--- src/hdl/hzs_pkg.sv ---
package hzs_pkg;

  localparam int NCH = 8;
  localparam int CLK_HZ = 10_000_000;

  // Command image bit positions, zero based; printed bit n sits at index n-1.
  localparam int CMD_W = 24;
  localparam int CMD_AUTO_BASE = 0;
  localparam int CMD_OEN_BASE = 1;
  localparam int CMD_METHOD = 18;
  localparam int CMD_TUNE_GO = 19;
  localparam int CMD_CAL_DIS = 21;
  localparam int CMD_TUNE_CANCEL = 23;

  // Status image: seven bits per channel starting at index 0, module bits above.
  localparam int STAT_W = 64;
  localparam int CH_STRIDE = 7;
  localparam int ST_UA = 0;
  localparam int ST_LA = 1;
  localparam int ST_UD = 2;
  localparam int ST_LD = 3;
  localparam int ST_TCE = 4;
  localparam int ST_SHORT = 5;
  localparam int ST_ZONE = 6;
  localparam int ST_REF_FAULT = 56;
  localparam int ST_TUNING = 58;
  localparam int ST_CAL = 59;
  localparam int ST_HEARTBEAT = 60;
  localparam int ST_EXT_FAIL = 62;
  localparam int ST_MOD_ERR = 63;

  // Thermocouple condition codes {zone, tc}.
  localparam logic [1:0] TC_OK = 2'h0;
  localparam logic [1:0] TC_OPEN = 2'h1;
  localparam logic [1:0] TC_REVERSE = 2'h3;

  // Error code word layout.
  localparam int ERR_EPROM = 0;
  localparam int ERR_RAM = 1;
  localparam int ERR_SUPPLY = 7;

  localparam logic [15:0] CJ_MIN = 16'h0000;
  localparam logic [15:0] CJ_MAX = 16'h0258;

  localparam int CAL_MS = 3000;
  localparam int CAL_CYC = CAL_MS * (CLK_HZ / 1000);
  localparam int PSET_MS = 1000;
  localparam int PSET_CYC = PSET_MS * (CLK_HZ / 1000);
  localparam int HB_CYC = CLK_HZ / 2;
  localparam int NPARAM = 6;

  typedef enum logic [1:0] {
    HZS_IDLE   = 2'b00,
    HZS_RUN    = 2'b01,
    HZS_REPORT = 2'b10
  } hzs_tune_t;

endpackage : hzs_pkg

--- src/hdl/hzs_ch_if.sv ---
`timescale 1ns/10ps
`default_nettype none
interface hzs_ch_if;
  logic signed [15:0] temp;
  logic signed [15:0] ua;
  logic signed [15:0] la;
  logic signed [15:0] ud;
  logic signed [15:0] ld;
  logic [1:0]         tc_code;
  logic               cj_bad;
  logic               ext_fail;
  logic               short;
  logic [6:0]         flags;
  modport src (output temp, ua, la, ud, ld, tc_code, cj_bad, ext_fail, short, input flags);
  modport chk (input temp, ua, la, ud, ld, tc_code, cj_bad, ext_fail, short, output flags);
endinterface : hzs_ch_if
`default_nettype wire

--- src/hdl/hzs_ch_flags.sv ---
`timescale 1ns/10ps
`default_nettype none
module hzs_ch_flags
  import hzs_pkg::*;
(
  hzs_ch_if.chk ch
);
  logic ua;
  logic la;
  logic ud;
  logic ld;
  logic tcf;
  logic m;

  always_comb begin
    m   = ch.ext_fail;
    tcf = (ch.tc_code == TC_OPEN) || (ch.tc_code == TC_REVERSE);
    ua  = ch.temp > ch.ua;
    la  = ch.temp < ch.la;
    ud  = ch.temp > ch.ud;
    ld  = ch.temp < ch.ld;
    ch.flags = '0;
    ch.flags[ST_SHORT] = ch.short && !m;
    if (!m && !ch.cj_bad) begin
      ch.flags[ST_TCE]  = ch.tc_code[0];
      ch.flags[ST_ZONE] = ch.tc_code[1];
      if (!tcf) begin
        ch.flags[ST_UA] = ua;
        ch.flags[ST_UD] = ud && !ua;
        ch.flags[ST_LA] = la && !ua && !ud;
        ch.flags[ST_LD] = ld && !ua && !ud && !la;
      end
    end
  end
endmodule : hzs_ch_flags
`default_nettype wire

--- src/hdl/hzs_io.sv ---
`timescale 1ns/10ps
`default_nettype none
module hzs_io
  import hzs_pkg::*;
#(
  parameter int CAL_CYCLES  = CAL_CYC,
  parameter int PSET_CYCLES = PSET_CYC,
  parameter int HB_CYCLES   = HB_CYC
) (
  // Clock and reset.
  input  wire logic                      clk,
  input  wire logic                      rst_n,
  // Host scan transfer.
  input  wire logic                      scan_strobe,
  input  wire logic [CMD_W-1:0]          discrete_command_image,
  output logic      [STAT_W-1:0]         status_flag_image,
  // Measurement and limits per channel.
  input  wire logic [NCH-1:0][15:0]      meas_temp,
  input  wire logic [NCH-1:0][15:0]      upper_alarm,
  input  wire logic [NCH-1:0][15:0]      lower_alarm,
  input  wire logic [NCH-1:0][15:0]      upper_dev,
  input  wire logic [NCH-1:0][15:0]      lower_dev,
  input  wire logic [NCH-1:0][15:0]      setpoint,
  input  wire logic [NCH-1:0][1:0]       thermocouple_code,
  input  wire logic [NCH-1:0]            channel_active,
  input  wire logic [NCH-1:0]            driver_short,
  // Module health.
  input  wire logic [15:0]               comp_temp,
  input  wire logic                      cj_sensor_short,
  input  wire logic                      cj_sensor_open,
  input  wire logic                      ext_supply_ok,
  input  wire logic                      cal_request,
  input  wire logic                      eprom_fault,
  input  wire logic                      ram_fault,
  input  wire logic                      int_supply_fault,
  input  wire logic                      param_fault,
  input  wire logic [7:0]                param_fault_id,
  // Tuning engine.
  input  wire logic                      tune_done,
  input  wire logic [NCH-1:0][NPARAM-1:0][15:0] tuned_params,
  output logic                           tune_run,
  output logic                           tune_step_method,
  output logic      [NCH-1:0]            tune_select,
  // Channel control.
  output logic      [NCH-1:0]            closed_loop,
  output logic      [NCH-1:0]            output_enable,
  output logic                           measure_hold,
  // Feedback words 21 to 28.
  output logic      [7:0][15:0]          feedback_words
);
  logic [CMD_W-1:0]   cmd_q;
  logic [STAT_W-1:0]  stat_live;
  logic [NCH-1:0][6:0] chf;
  logic               cj_bad;
  logic               ext_fail;
  logic               ref_fault;
  logic               mod_err;
  logic [15:0]        err_code;
  hzs_tune_t          tst_q;
  logic               go_prev_q;
  logic [NCH-1:0]     sel_q;
  logic [2:0]         rep_ch_q;
  logic [31:0]        rep_cnt_q;
  logic               cal_q;
  logic [31:0]        cal_cnt_q;
  logic               hb_q;
  logic [31:0]        hb_cnt_q;
  logic [NCH-1:0]     eligible;

  assign ext_fail  = !ext_supply_ok;
  assign cj_bad    = ($signed(comp_temp) < $signed(CJ_MIN)) ||
                     ($signed(comp_temp) > $signed(CJ_MAX));
  assign ref_fault = cj_sensor_short || cj_sensor_open;
  assign mod_err   = eprom_fault || ram_fault || int_supply_fault || param_fault;
  assign err_code  = {param_fault ? param_fault_id : 8'h00,
                      int_supply_fault, 5'h00, ram_fault, eprom_fault};

  for (genvar i = 0; i < NCH; i++) begin : g_ch
    hzs_ch_if chi ();
    assign chi.temp     = meas_temp[i];
    assign chi.ua       = upper_alarm[i];
    assign chi.la       = lower_alarm[i];
    assign chi.ud       = upper_dev[i];
    assign chi.ld       = lower_dev[i];
    assign chi.tc_code  = thermocouple_code[i];
    assign chi.cj_bad   = cj_bad;
    assign chi.ext_fail = ext_fail;
    assign chi.short    = driver_short[i];
    assign chf[i]       = chi.flags;
    hzs_ch_flags u_flags (
      .ch (chi)
    );
    assign eligible[i] = channel_active[i] && cmd_q[CMD_OEN_BASE + 2*i] &&
                         !cmd_q[CMD_AUTO_BASE + 2*i] && (setpoint[i] != 16'h0000) &&
                         (thermocouple_code[i] == TC_OK);
    assign closed_loop[i]   = cmd_q[CMD_AUTO_BASE + 2*i];
    assign output_enable[i] = cmd_q[CMD_OEN_BASE + 2*i];
  end

  always_comb begin
    stat_live = '0;
    for (int i = 0; i < NCH; i++) begin
      stat_live[i*CH_STRIDE +: CH_STRIDE] = chf[i];
    end
    stat_live[ST_REF_FAULT] = ref_fault && !ext_fail;
    stat_live[ST_TUNING]    = (tst_q != HZS_IDLE) && !ext_fail;
    stat_live[ST_CAL]       = cal_q && !ext_fail;
    stat_live[ST_HEARTBEAT] = hb_q && !ext_fail;
    stat_live[ST_EXT_FAIL]  = ext_fail;
    stat_live[ST_MOD_ERR]   = mod_err && !ext_fail;
  end

  // Command capture and status publish happen only on the scan strobe.
  always_ff @(posedge clk) begin
    if (!rst_n) begin
      cmd_q             <= '0;
      status_flag_image <= '0;
    end else if (scan_strobe) begin
      cmd_q             <= discrete_command_image;
      status_flag_image <= stat_live;
    end
  end

  // Tuning sequencer: start on a rising start bit, cancel at any time.
  always_ff @(posedge clk) begin
    if (!rst_n) begin
      tst_q     <= HZS_IDLE;
      go_prev_q <= 1'b0;
      sel_q     <= '0;
      rep_ch_q  <= 3'h0;
      rep_cnt_q <= '0;
      tune_step_method <= 1'b0;
    end else begin
      if (scan_strobe) begin
        go_prev_q <= cmd_q[CMD_TUNE_GO];
      end
      if (cmd_q[CMD_TUNE_CANCEL]) begin
        tst_q <= HZS_IDLE;
      end else begin
        unique case (tst_q)
          HZS_IDLE: if (scan_strobe && cmd_q[CMD_TUNE_GO] && !go_prev_q && eligible != '0) begin
            tst_q            <= HZS_RUN;
            sel_q            <= eligible;
            tune_step_method <= cmd_q[CMD_METHOD];
          end
          HZS_RUN: if (tune_done) begin
            tst_q     <= HZS_REPORT;
            rep_ch_q  <= 3'h0;
            rep_cnt_q <= '0;
          end
          HZS_REPORT: begin
            if (rep_cnt_q >= 32'(PSET_CYCLES - 1)) begin
              rep_cnt_q <= '0;
              if (rep_ch_q == 3'(NCH - 1)) begin
                tst_q <= HZS_IDLE;
              end else begin
                rep_ch_q <= rep_ch_q + 3'h1;
              end
            end else begin
              rep_cnt_q <= rep_cnt_q + 32'h0000_0001;
            end
          end
        endcase
      end
    end
  end

  assign tune_run    = (tst_q == HZS_RUN);
  assign tune_select = (tst_q == HZS_RUN) ? sel_q : '0;

  // Feedback words: proposals are only reported, never written to the loops.
  always_ff @(posedge clk) begin
    if (!rst_n) begin
      feedback_words <= '0;
    end else begin
      feedback_words[0][15:8] <= output_enable;
      if (tst_q == HZS_REPORT && sel_q[rep_ch_q]) begin
        feedback_words[0][7:0] <= 8'({5'h00, rep_ch_q} + 8'h01);
        for (int p = 0; p < NPARAM; p++) begin
          feedback_words[p+1] <= tuned_params[rep_ch_q][p];
        end
      end else begin
        feedback_words[0][7:0] <= 8'h00;
        for (int p = 0; p < NPARAM; p++) begin
          feedback_words[p+1] <= 16'h0000;
        end
      end
      feedback_words[7] <= mod_err ? err_code : 16'h0000;
    end
  end

  // Full calibration cycle, blocked while the disable bit is held.
  always_ff @(posedge clk) begin
    if (!rst_n) begin
      cal_q     <= 1'b0;
      cal_cnt_q <= '0;
    end else if (cal_q) begin
      if (cal_cnt_q >= 32'(CAL_CYCLES - 1)) begin
        cal_q <= 1'b0;
      end else begin
        cal_cnt_q <= cal_cnt_q + 32'h0000_0001;
      end
    end else if (cal_request && !cmd_q[CMD_CAL_DIS]) begin
      cal_q     <= 1'b1;
      cal_cnt_q <= '0;
    end
  end

  assign measure_hold = cal_q;

  // Heartbeat toggles while no module error is present.
  always_ff @(posedge clk) begin
    if (!rst_n) begin
      hb_q     <= 1'b0;
      hb_cnt_q <= '0;
    end else if (mod_err) begin
      hb_q     <= 1'b0;
      hb_cnt_q <= '0;
    end else if (hb_cnt_q >= 32'(HB_CYCLES - 1)) begin
      hb_q     <= ~hb_q;
      hb_cnt_q <= '0;
    end else begin
      hb_cnt_q <= hb_cnt_q + 32'h0000_0001;
    end
  end

endmodule : hzs_io
`default_nettype wire

--- config.mk ---
export PLATFORM = sky130hd
export DESIGN_NAME = hzs_io
export DESIGN_NICKNAME = d
export VERILOG_FILES = /design/src/hdl/hzs_pkg.sv /design/src/hdl/hzs_ch_if.sv /design/src/hdl/hzs_ch_flags.sv /design/src/hdl/hzs_io.sv
export SDC_FILE = /design/constraint.sdc
export NUM_CORES = 2
export LEC_CHECK = 0
export BUFFER_PORTS_ARGS = -buffer_cell sky130_fd_sc_hd__buf_2
export CELL_PAD_IN_SITES_DETAIL_PLACEMENT = 0
export CELL_PAD_IN_SITES_GLOBAL_PLACEMENT = 1
export CORE_AREA = 2 2 730 732
export DETAILED_ROUTE_END_ITERATION = 8
export DIE_AREA = 0 0 732 734
export HOLD_SLACK_MARGIN = 0.02
export PLACE_DENSITY = 0.3
export REMOVE_ABC_BUFFERS = 1
export SYNTH_ARGS = -nofsm -noshare
export SYNTH_HDL_FRONTEND = slang
export SYNTH_SLANG_ARGS = --single-unit
export TNS_END_PERCENT = 1
--- constraint.sdc ---
create_clock -name clk -period 6.3 [get_ports clk]
set_input_delay 1.26 -clock clk [delete_from_list [all_inputs] [get_ports clk]]
set_output_delay 1.26 -clock clk [all_outputs]
set_load 0.03 [all_outputs]
### After elaboration in Yosys (flattened, before gate mapping)

Cells that the tools add are included.

| storage, ports and cells | value |
|---|---|
| output and inout bits | 219 |
| register bits | 327 |
| logic and storage cells | 321 |
| input bits | 1628 |

| cells by class | value |
|---|---|
| $add $sub $neg | 5 |
| equality and inequality tests | 25 |
| $lt $le $gt $ge | 38 |
| muxes and demuxes | 47 |
| bitwise gates (word level) | 3 |
| reductions and logical operators | 180 |

Operators with widths:

| kind | count |
|---|---|
| binary-select mux 96 bit (select 3 bit) | 1 |
| > comparator 16 bit | 16 |
| less-than comparator 16 bit | 16 |
| 2-to-1 mux 32 bit | 5 |
| nonzero test 16 bit | 8 |
| logical AND 1 bit | 99 |
| adder 32 x 1 -> 32 bit (second input constant) | 3 |
| 2-to-1 mux 96 bit | 1 |
| one-hot mux 32 bit (2 select lines) | 1 |
| 2-to-1 mux 5 bit | 8 |
| logical NOT 1 bit | 36 |
| greater-or-equal comparator 32 x 23 -> 1 bit (second input constant) | 1 |
| greater-or-equal comparator 32 x 24 -> 1 bit (second input constant) | 1 |
| greater-or-equal comparator 32 x 25 -> 1 bit (second input constant) | 1 |
| 2-to-1 mux 4 bit | 8 |
| equality test 2 x 1 -> 1 bit (second input constant) | 9 |
| equality test 2 bit (second input constant) | 9 |
| logical NOT 2 bit | 9 |
| > comparator 16 x 11 -> 1 bit (second input constant) | 1 |
| less-than comparator 16 x 1 -> 1 bit (second input constant) | 1 |
| logical OR 1 bit | 13 |
| 2-to-1 mux 1 bit | 12 |
| != test 2 bit (second input constant) | 6 |
| 2-to-1 mux 3 bit | 3 |
| 18 further kinds | 30 |

### Depth between registers and ports, before layout

| depth | value |
|---|---|
| depth after elaboration | 8 |
| mapped depth | 9 |
| depth with buffers taken out | 9 |

### By module

A second synthesis with hierarchy kept.

| second synthesis, totals | value |
|---|---|
| cell total of the unflattened synthesis | 3412 |
| area, all modules | 30541.8 um2 |

By module, submodules not included:

| module | area each (um2) | instances | cells each |
|---|---|---|---|
| hzs_io | 17145.2 | 1 | 1578 |
| hzs_ch_flags at g_ch[0].u_flags ... | 1670.4 | 7 | 228 |
| hzs_ch_flags at g_ch[5].u_flags | 1704.1 | 1 | 238 |

### Worst setup path after synthesis

OpenSTA, ideal clock, no wires.

| timing path | value |
|---|---|
| path type | input port to flip-flop |
| from | input port upper_alarm[117] (netlist name) |
| to | register status_flag_image[50] |
| data arrival time | 3.143 ns |
| slack | 3.097 ns |
| data required time | 6.240 ns |
| stages | 9 |
| setup time | 0.060 ns |
| cell sequence | inv_1 > ha_1 > a211oi_1 > o21ai_1 > a2111oi_2 > nor2_1 > mux2_4 > a2111oi_2 > a22o_1 |

| on the way | value |
|---|---|
| cells in the longest elaborated chain, start to end | 6 |

Ends and longest elaborated chain:

| item | line | RTL |
|---|---|---|
| start, declared | hzs_io.sv:19 | `input wire logic [NCH-1:0][15:0] upper_alarm,` |
| > comparator 16 bit | hzs_ch_flags.sv:18 | `ua = ch.temp > ch.ua;` |
| logical NOT 1 bit | hzs_ch_flags.sv:30 | `ch.flags[ST_LA] = la && !ua && !ud;` |
| logical AND 1 bit (2 in series) | hzs_ch_flags.sv:30 |  |
| 2-to-1 mux 4 bit | hzs_ch_flags.sv:27 | `if (!tcf) begin` |
| 2-to-1 mux 5 bit | hzs_ch_flags.sv:24 | `if (!m && !ch.cj_bad) begin` |
| end signal, assigned | hzs_io.sv:120 | `status_flag_image <= stat_live;` |
| end, declared | hzs_io.sv:16 | `output logic [STAT_W-1:0] status_flag_image,` |

Every way passes these cells.
A chain may end at the register's enable or synchronous reset.

### Worst setup path after layout

| timing path | value |
|---|---|
| from | register tst_q[1] |
| to | output port tune_select[7] |

| on the way | value |
|---|---|
| cells in the longest elaborated chain, start to end | 2 |

Ends and longest elaborated chain:

| item | line | RTL |
|---|---|---|
| start, declared | hzs_io.sv:59 | `hzs_tune_t tst_q;` |
| start signal, assigned | hzs_io.sv:127 | `tst_q <= HZS_IDLE;` |
| start signal, assigned | hzs_io.sv:138 | `tst_q <= HZS_IDLE;` |
| start signal, assigned | hzs_io.sv:142 | `tst_q <= HZS_RUN;` |
| equality test 2 x 1 -> 1 bit | hzs_io.sv:169 | `assign tune_select = (tst_q == HZS_RUN) ? sel_q : '0;` |
| 2-to-1 mux 8 bit | hzs_io.sv:169 |  |
| end, declared | hzs_io.sv:43 | `output logic [NCH-1:0] tune_select,` |

Every way passes these cells.

==> flow_metrics.tcl <==
set metrics [dict create \
    p_seq_share_pct 27.6 \
    clk_pin_slew_ns 0.06 \
    power.share.combinational_pct 28.2 \
    netlist_area_um2 29600 \
    antenna_found_initial 339 \
    slowest_delay_ns 0.54 \
    worst_setup_path_start_kind "register" \
    cts-resized-gates 0 \
    slowest_stage "ha_1" \
    dp_hpwl_mm 309 \
    grt_max_degree 109 \
    detail-route-antenna-nets 2 \
    hold_class "reg2reg" \
    area_growth_pct 68.3 \
    violations "antenna rules" \
    yosys_warnings 0 \
    post_layout_nonfiller_instances 12300 \
    clockPowerShare_pct 44.2 \
    async_flop_share_pct 0 \
    die_area_um2 537000 \
    synth_top_area_share_pct 21.3 \
    endpoint_kind "primary output" \
    fillers 62000 \
    synth_enable_flop_cells 0 \
    cts.sinks 314 \
    p_leak_nw 22.0 \
    clk-insertion-delay-late_ns 0.74 \
    firstDrtPassIters 5 \
    placed_area_um2 47500 \
    grt_overflow 0 \
    io_pins 1847 \
    vias_per_cell 2.85 \
    drc 0 \
    cp_data_required_time_ns 5.04 \
    cts.path.max_buffers 3 \
    final_hold_viol_count 0 \
    first_iter_violations 2447 \
    power.density_nw_per_um2 148 \
    ys_seq_area_share_pct 21.3 \
    run_status "complete, but fails checks" \
    dr_wl_met2_mm 166 \
    arrival_ns 2.41 \
    first_global_vias 34800 \
    ys_top_cells_by_count "inv_1 (531), ha_1 (504), dfxtp_1 (314), nor2_1 (243), mux4_2 (194)" \
    fp.dieW_um 732 \
    coreArea_um2 530000 \
    crit_chain "inv_1 -> ha_1 -> and2_1 -> buf_2" \
    peakVddDrop_v 0.000219 \
    cts_buffers 53 \
    period_minus_slack_ns 3.67 \
    synthCells 3255 \
    gp_congestion 0.926 \
    final_area_um2 49800 \
    ys.flop_type "dfxtp_1" \
    cp_max_fo 13 \
    cts_tree "built" \
    period_share_pct 58.2 \
    drive_gt1_share_pct 43.4 \
    dp_slack_ns 1.83 \
    p_sw_share_pct 35.6 \
    fin_worst_hold_slack_ns 0.440 \
    vias 35100 \
    routed_wl_mm 338 \
    ys_seq_elements 314 \
    max_freq_mhz 273 \
    final.setup.tns_ns 0 \
    wire_per_inst_um 27.4 \
    setup_ws_ns 2.63 \
    multi_input_area_um2 20900 \
    place_inst 12000 \
    met3WireLength_mm 31.5 \
    cap_violations 0 \
    p_total_mw 7.35 \
    grt_pass1_wl_mm 412 \
    top_layer_used "met5" \
    ff_latch_area_um2 6300 \
    final_nets 7206 \
    rsz0062_at_grt "no" \
    synth_area_leaders "ha_1 (21%), dfxtp_1 (21%), mux4_2 (15%)" \
    slew_headroom_pct 16.1 \
    initial_utilization_pct 5.58 \
    cts-root-buf "clkbuf_16" \
    numPortBuffers 1831 \
    yosysUniqueCellTypes 81 \
    power.switching_mw 2.61 \
    crit_type "reg2out" \
    synth_top_area_cell "ha_1" \
    skew_ns 0.0447 \
    avgSynthCellArea_um2 9.08 \
    wl_met1_mm 133 \
    finalSetupViolations 0 \
    cts_hold_buf 0 \
    die_h_um 734 \
    p_int_mw 4.73 \
    synth.most_common_cell "inv_1" \
    htreeDepth 2 \
    worst_slew_pin_slew_ns 1.25 \
    track_usage_pct 12.0 \
    maxSlewViolCount 0 \
    final_util_pct 9.39 \
    rows 268 \
    post_cts_buffers 0 \
]
layer usage:
layer / global-route usage, % / up-vias
met1: 14.0 / 16800
met5: 0 / -
met3: 4.31 / 503
met2: 21.3 / 1975
li1: - / 15600
met4: 1.87 / 132
layout by cell type, fill, tap and decap left out, types with 18 or more instances in the layout:
master        n
a2111oi_0    18
a21boi_0     18
and3_1       47
clkbuf_16    53
a22o_1       36
mux4_2      194
a21o_1       55
mux2i_1     132
nand4_1      87
nand3_1      75
inv_1       531
buf_2      1829
diode_2     178
nor4_1       45
buf_4        37
nand2_1     146
xor2_1       38
o21ai_0      68
nand2b_1     21
o211ai_1     25
nor2b_1      56
dfxtp_1     311
nor2_1      243
a21oi_1     157
conb_1       20
nor3_1       25
ha_1        504
xnor2_1      22
and2_1       25
path summary, 6_finish.rpt:
kind	slack, ns	from	to	cells after the start
max	2.63	tst_q[1]$_SDFFE_PP0P_	tune_select[7]	4
min	0.44	status_flag_image[51]$_SDFFE_PN0P_	status_flag_image[51]$_SDFFE_PN0P_	2
max reg2reg	2.71	rep_ch_q[0]$_SDFFE_PN0P_	feedback_words[68]$_SDFF_PN0_	5
min reg2reg	0.44	status_flag_image[51]$_SDFFE_PN0P_	status_flag_image[51]$_SDFFE_PN0P_	2
power by group through the flow:
stage                     registers (mW)  logic [mW]  clock network (mW)
final                               2.03        2.07                3.24
after global routing                2.03        2.29                3.51
after CTS                           2.03        2.14                3.49
after detailed placement            2.07        2.13                   0
after global placement              2.07        2.12                   0
after floorplan                     2.09       0.754                   0
registers in the layout, summed over array words and instances (netlist names), 2 cells and up:
register / cells
hb_cnt_q: 32
sel_q: 8
status_flag_image: 62
rep_cnt_q: 32
cal_cnt_q: 32
tst_q: 2
rep_ch_q: 3
cmd_q: 20
feedback_words: 119
kinds of logic (layout without fill, tap and decap cells):
kind of cell	Yosys count	in the layout	share of synthesized area (%)
other	1	198	0.0127
adder cells (fa/ha/maj)	504	504	21.3
buffers and inverters	656	2499	8.89
AO/OA/AOI/OAI	527	527	12.1
AND/OR/NAND/NOR	850	850	14.7
flip-flops	314	314	21.3
XOR/XNOR	60	60	1.78
multiplexers	343	343	19.9
cell type report:
class	count	share of cell area [%]
Multi-Input combinational cell	2304	42.0
Timing Repair Buffer	1870	19.1
Tap cell	7020	17.6
Sequential cell	314	12.7
Inverter	531	4.00
Clock buffer	77	3.13
Antenna cell	178	0.895
Clock inverter	21	0.573
worst max-delay path: cells and delay by family, from the launching register on:
family	cells	cell delay [ns]
flops	1	0.33
fa+ha+maj	1	0.54
buf+inv	2	0.36
simple gates	1	0.44
(Power assumes the default switching activity.)
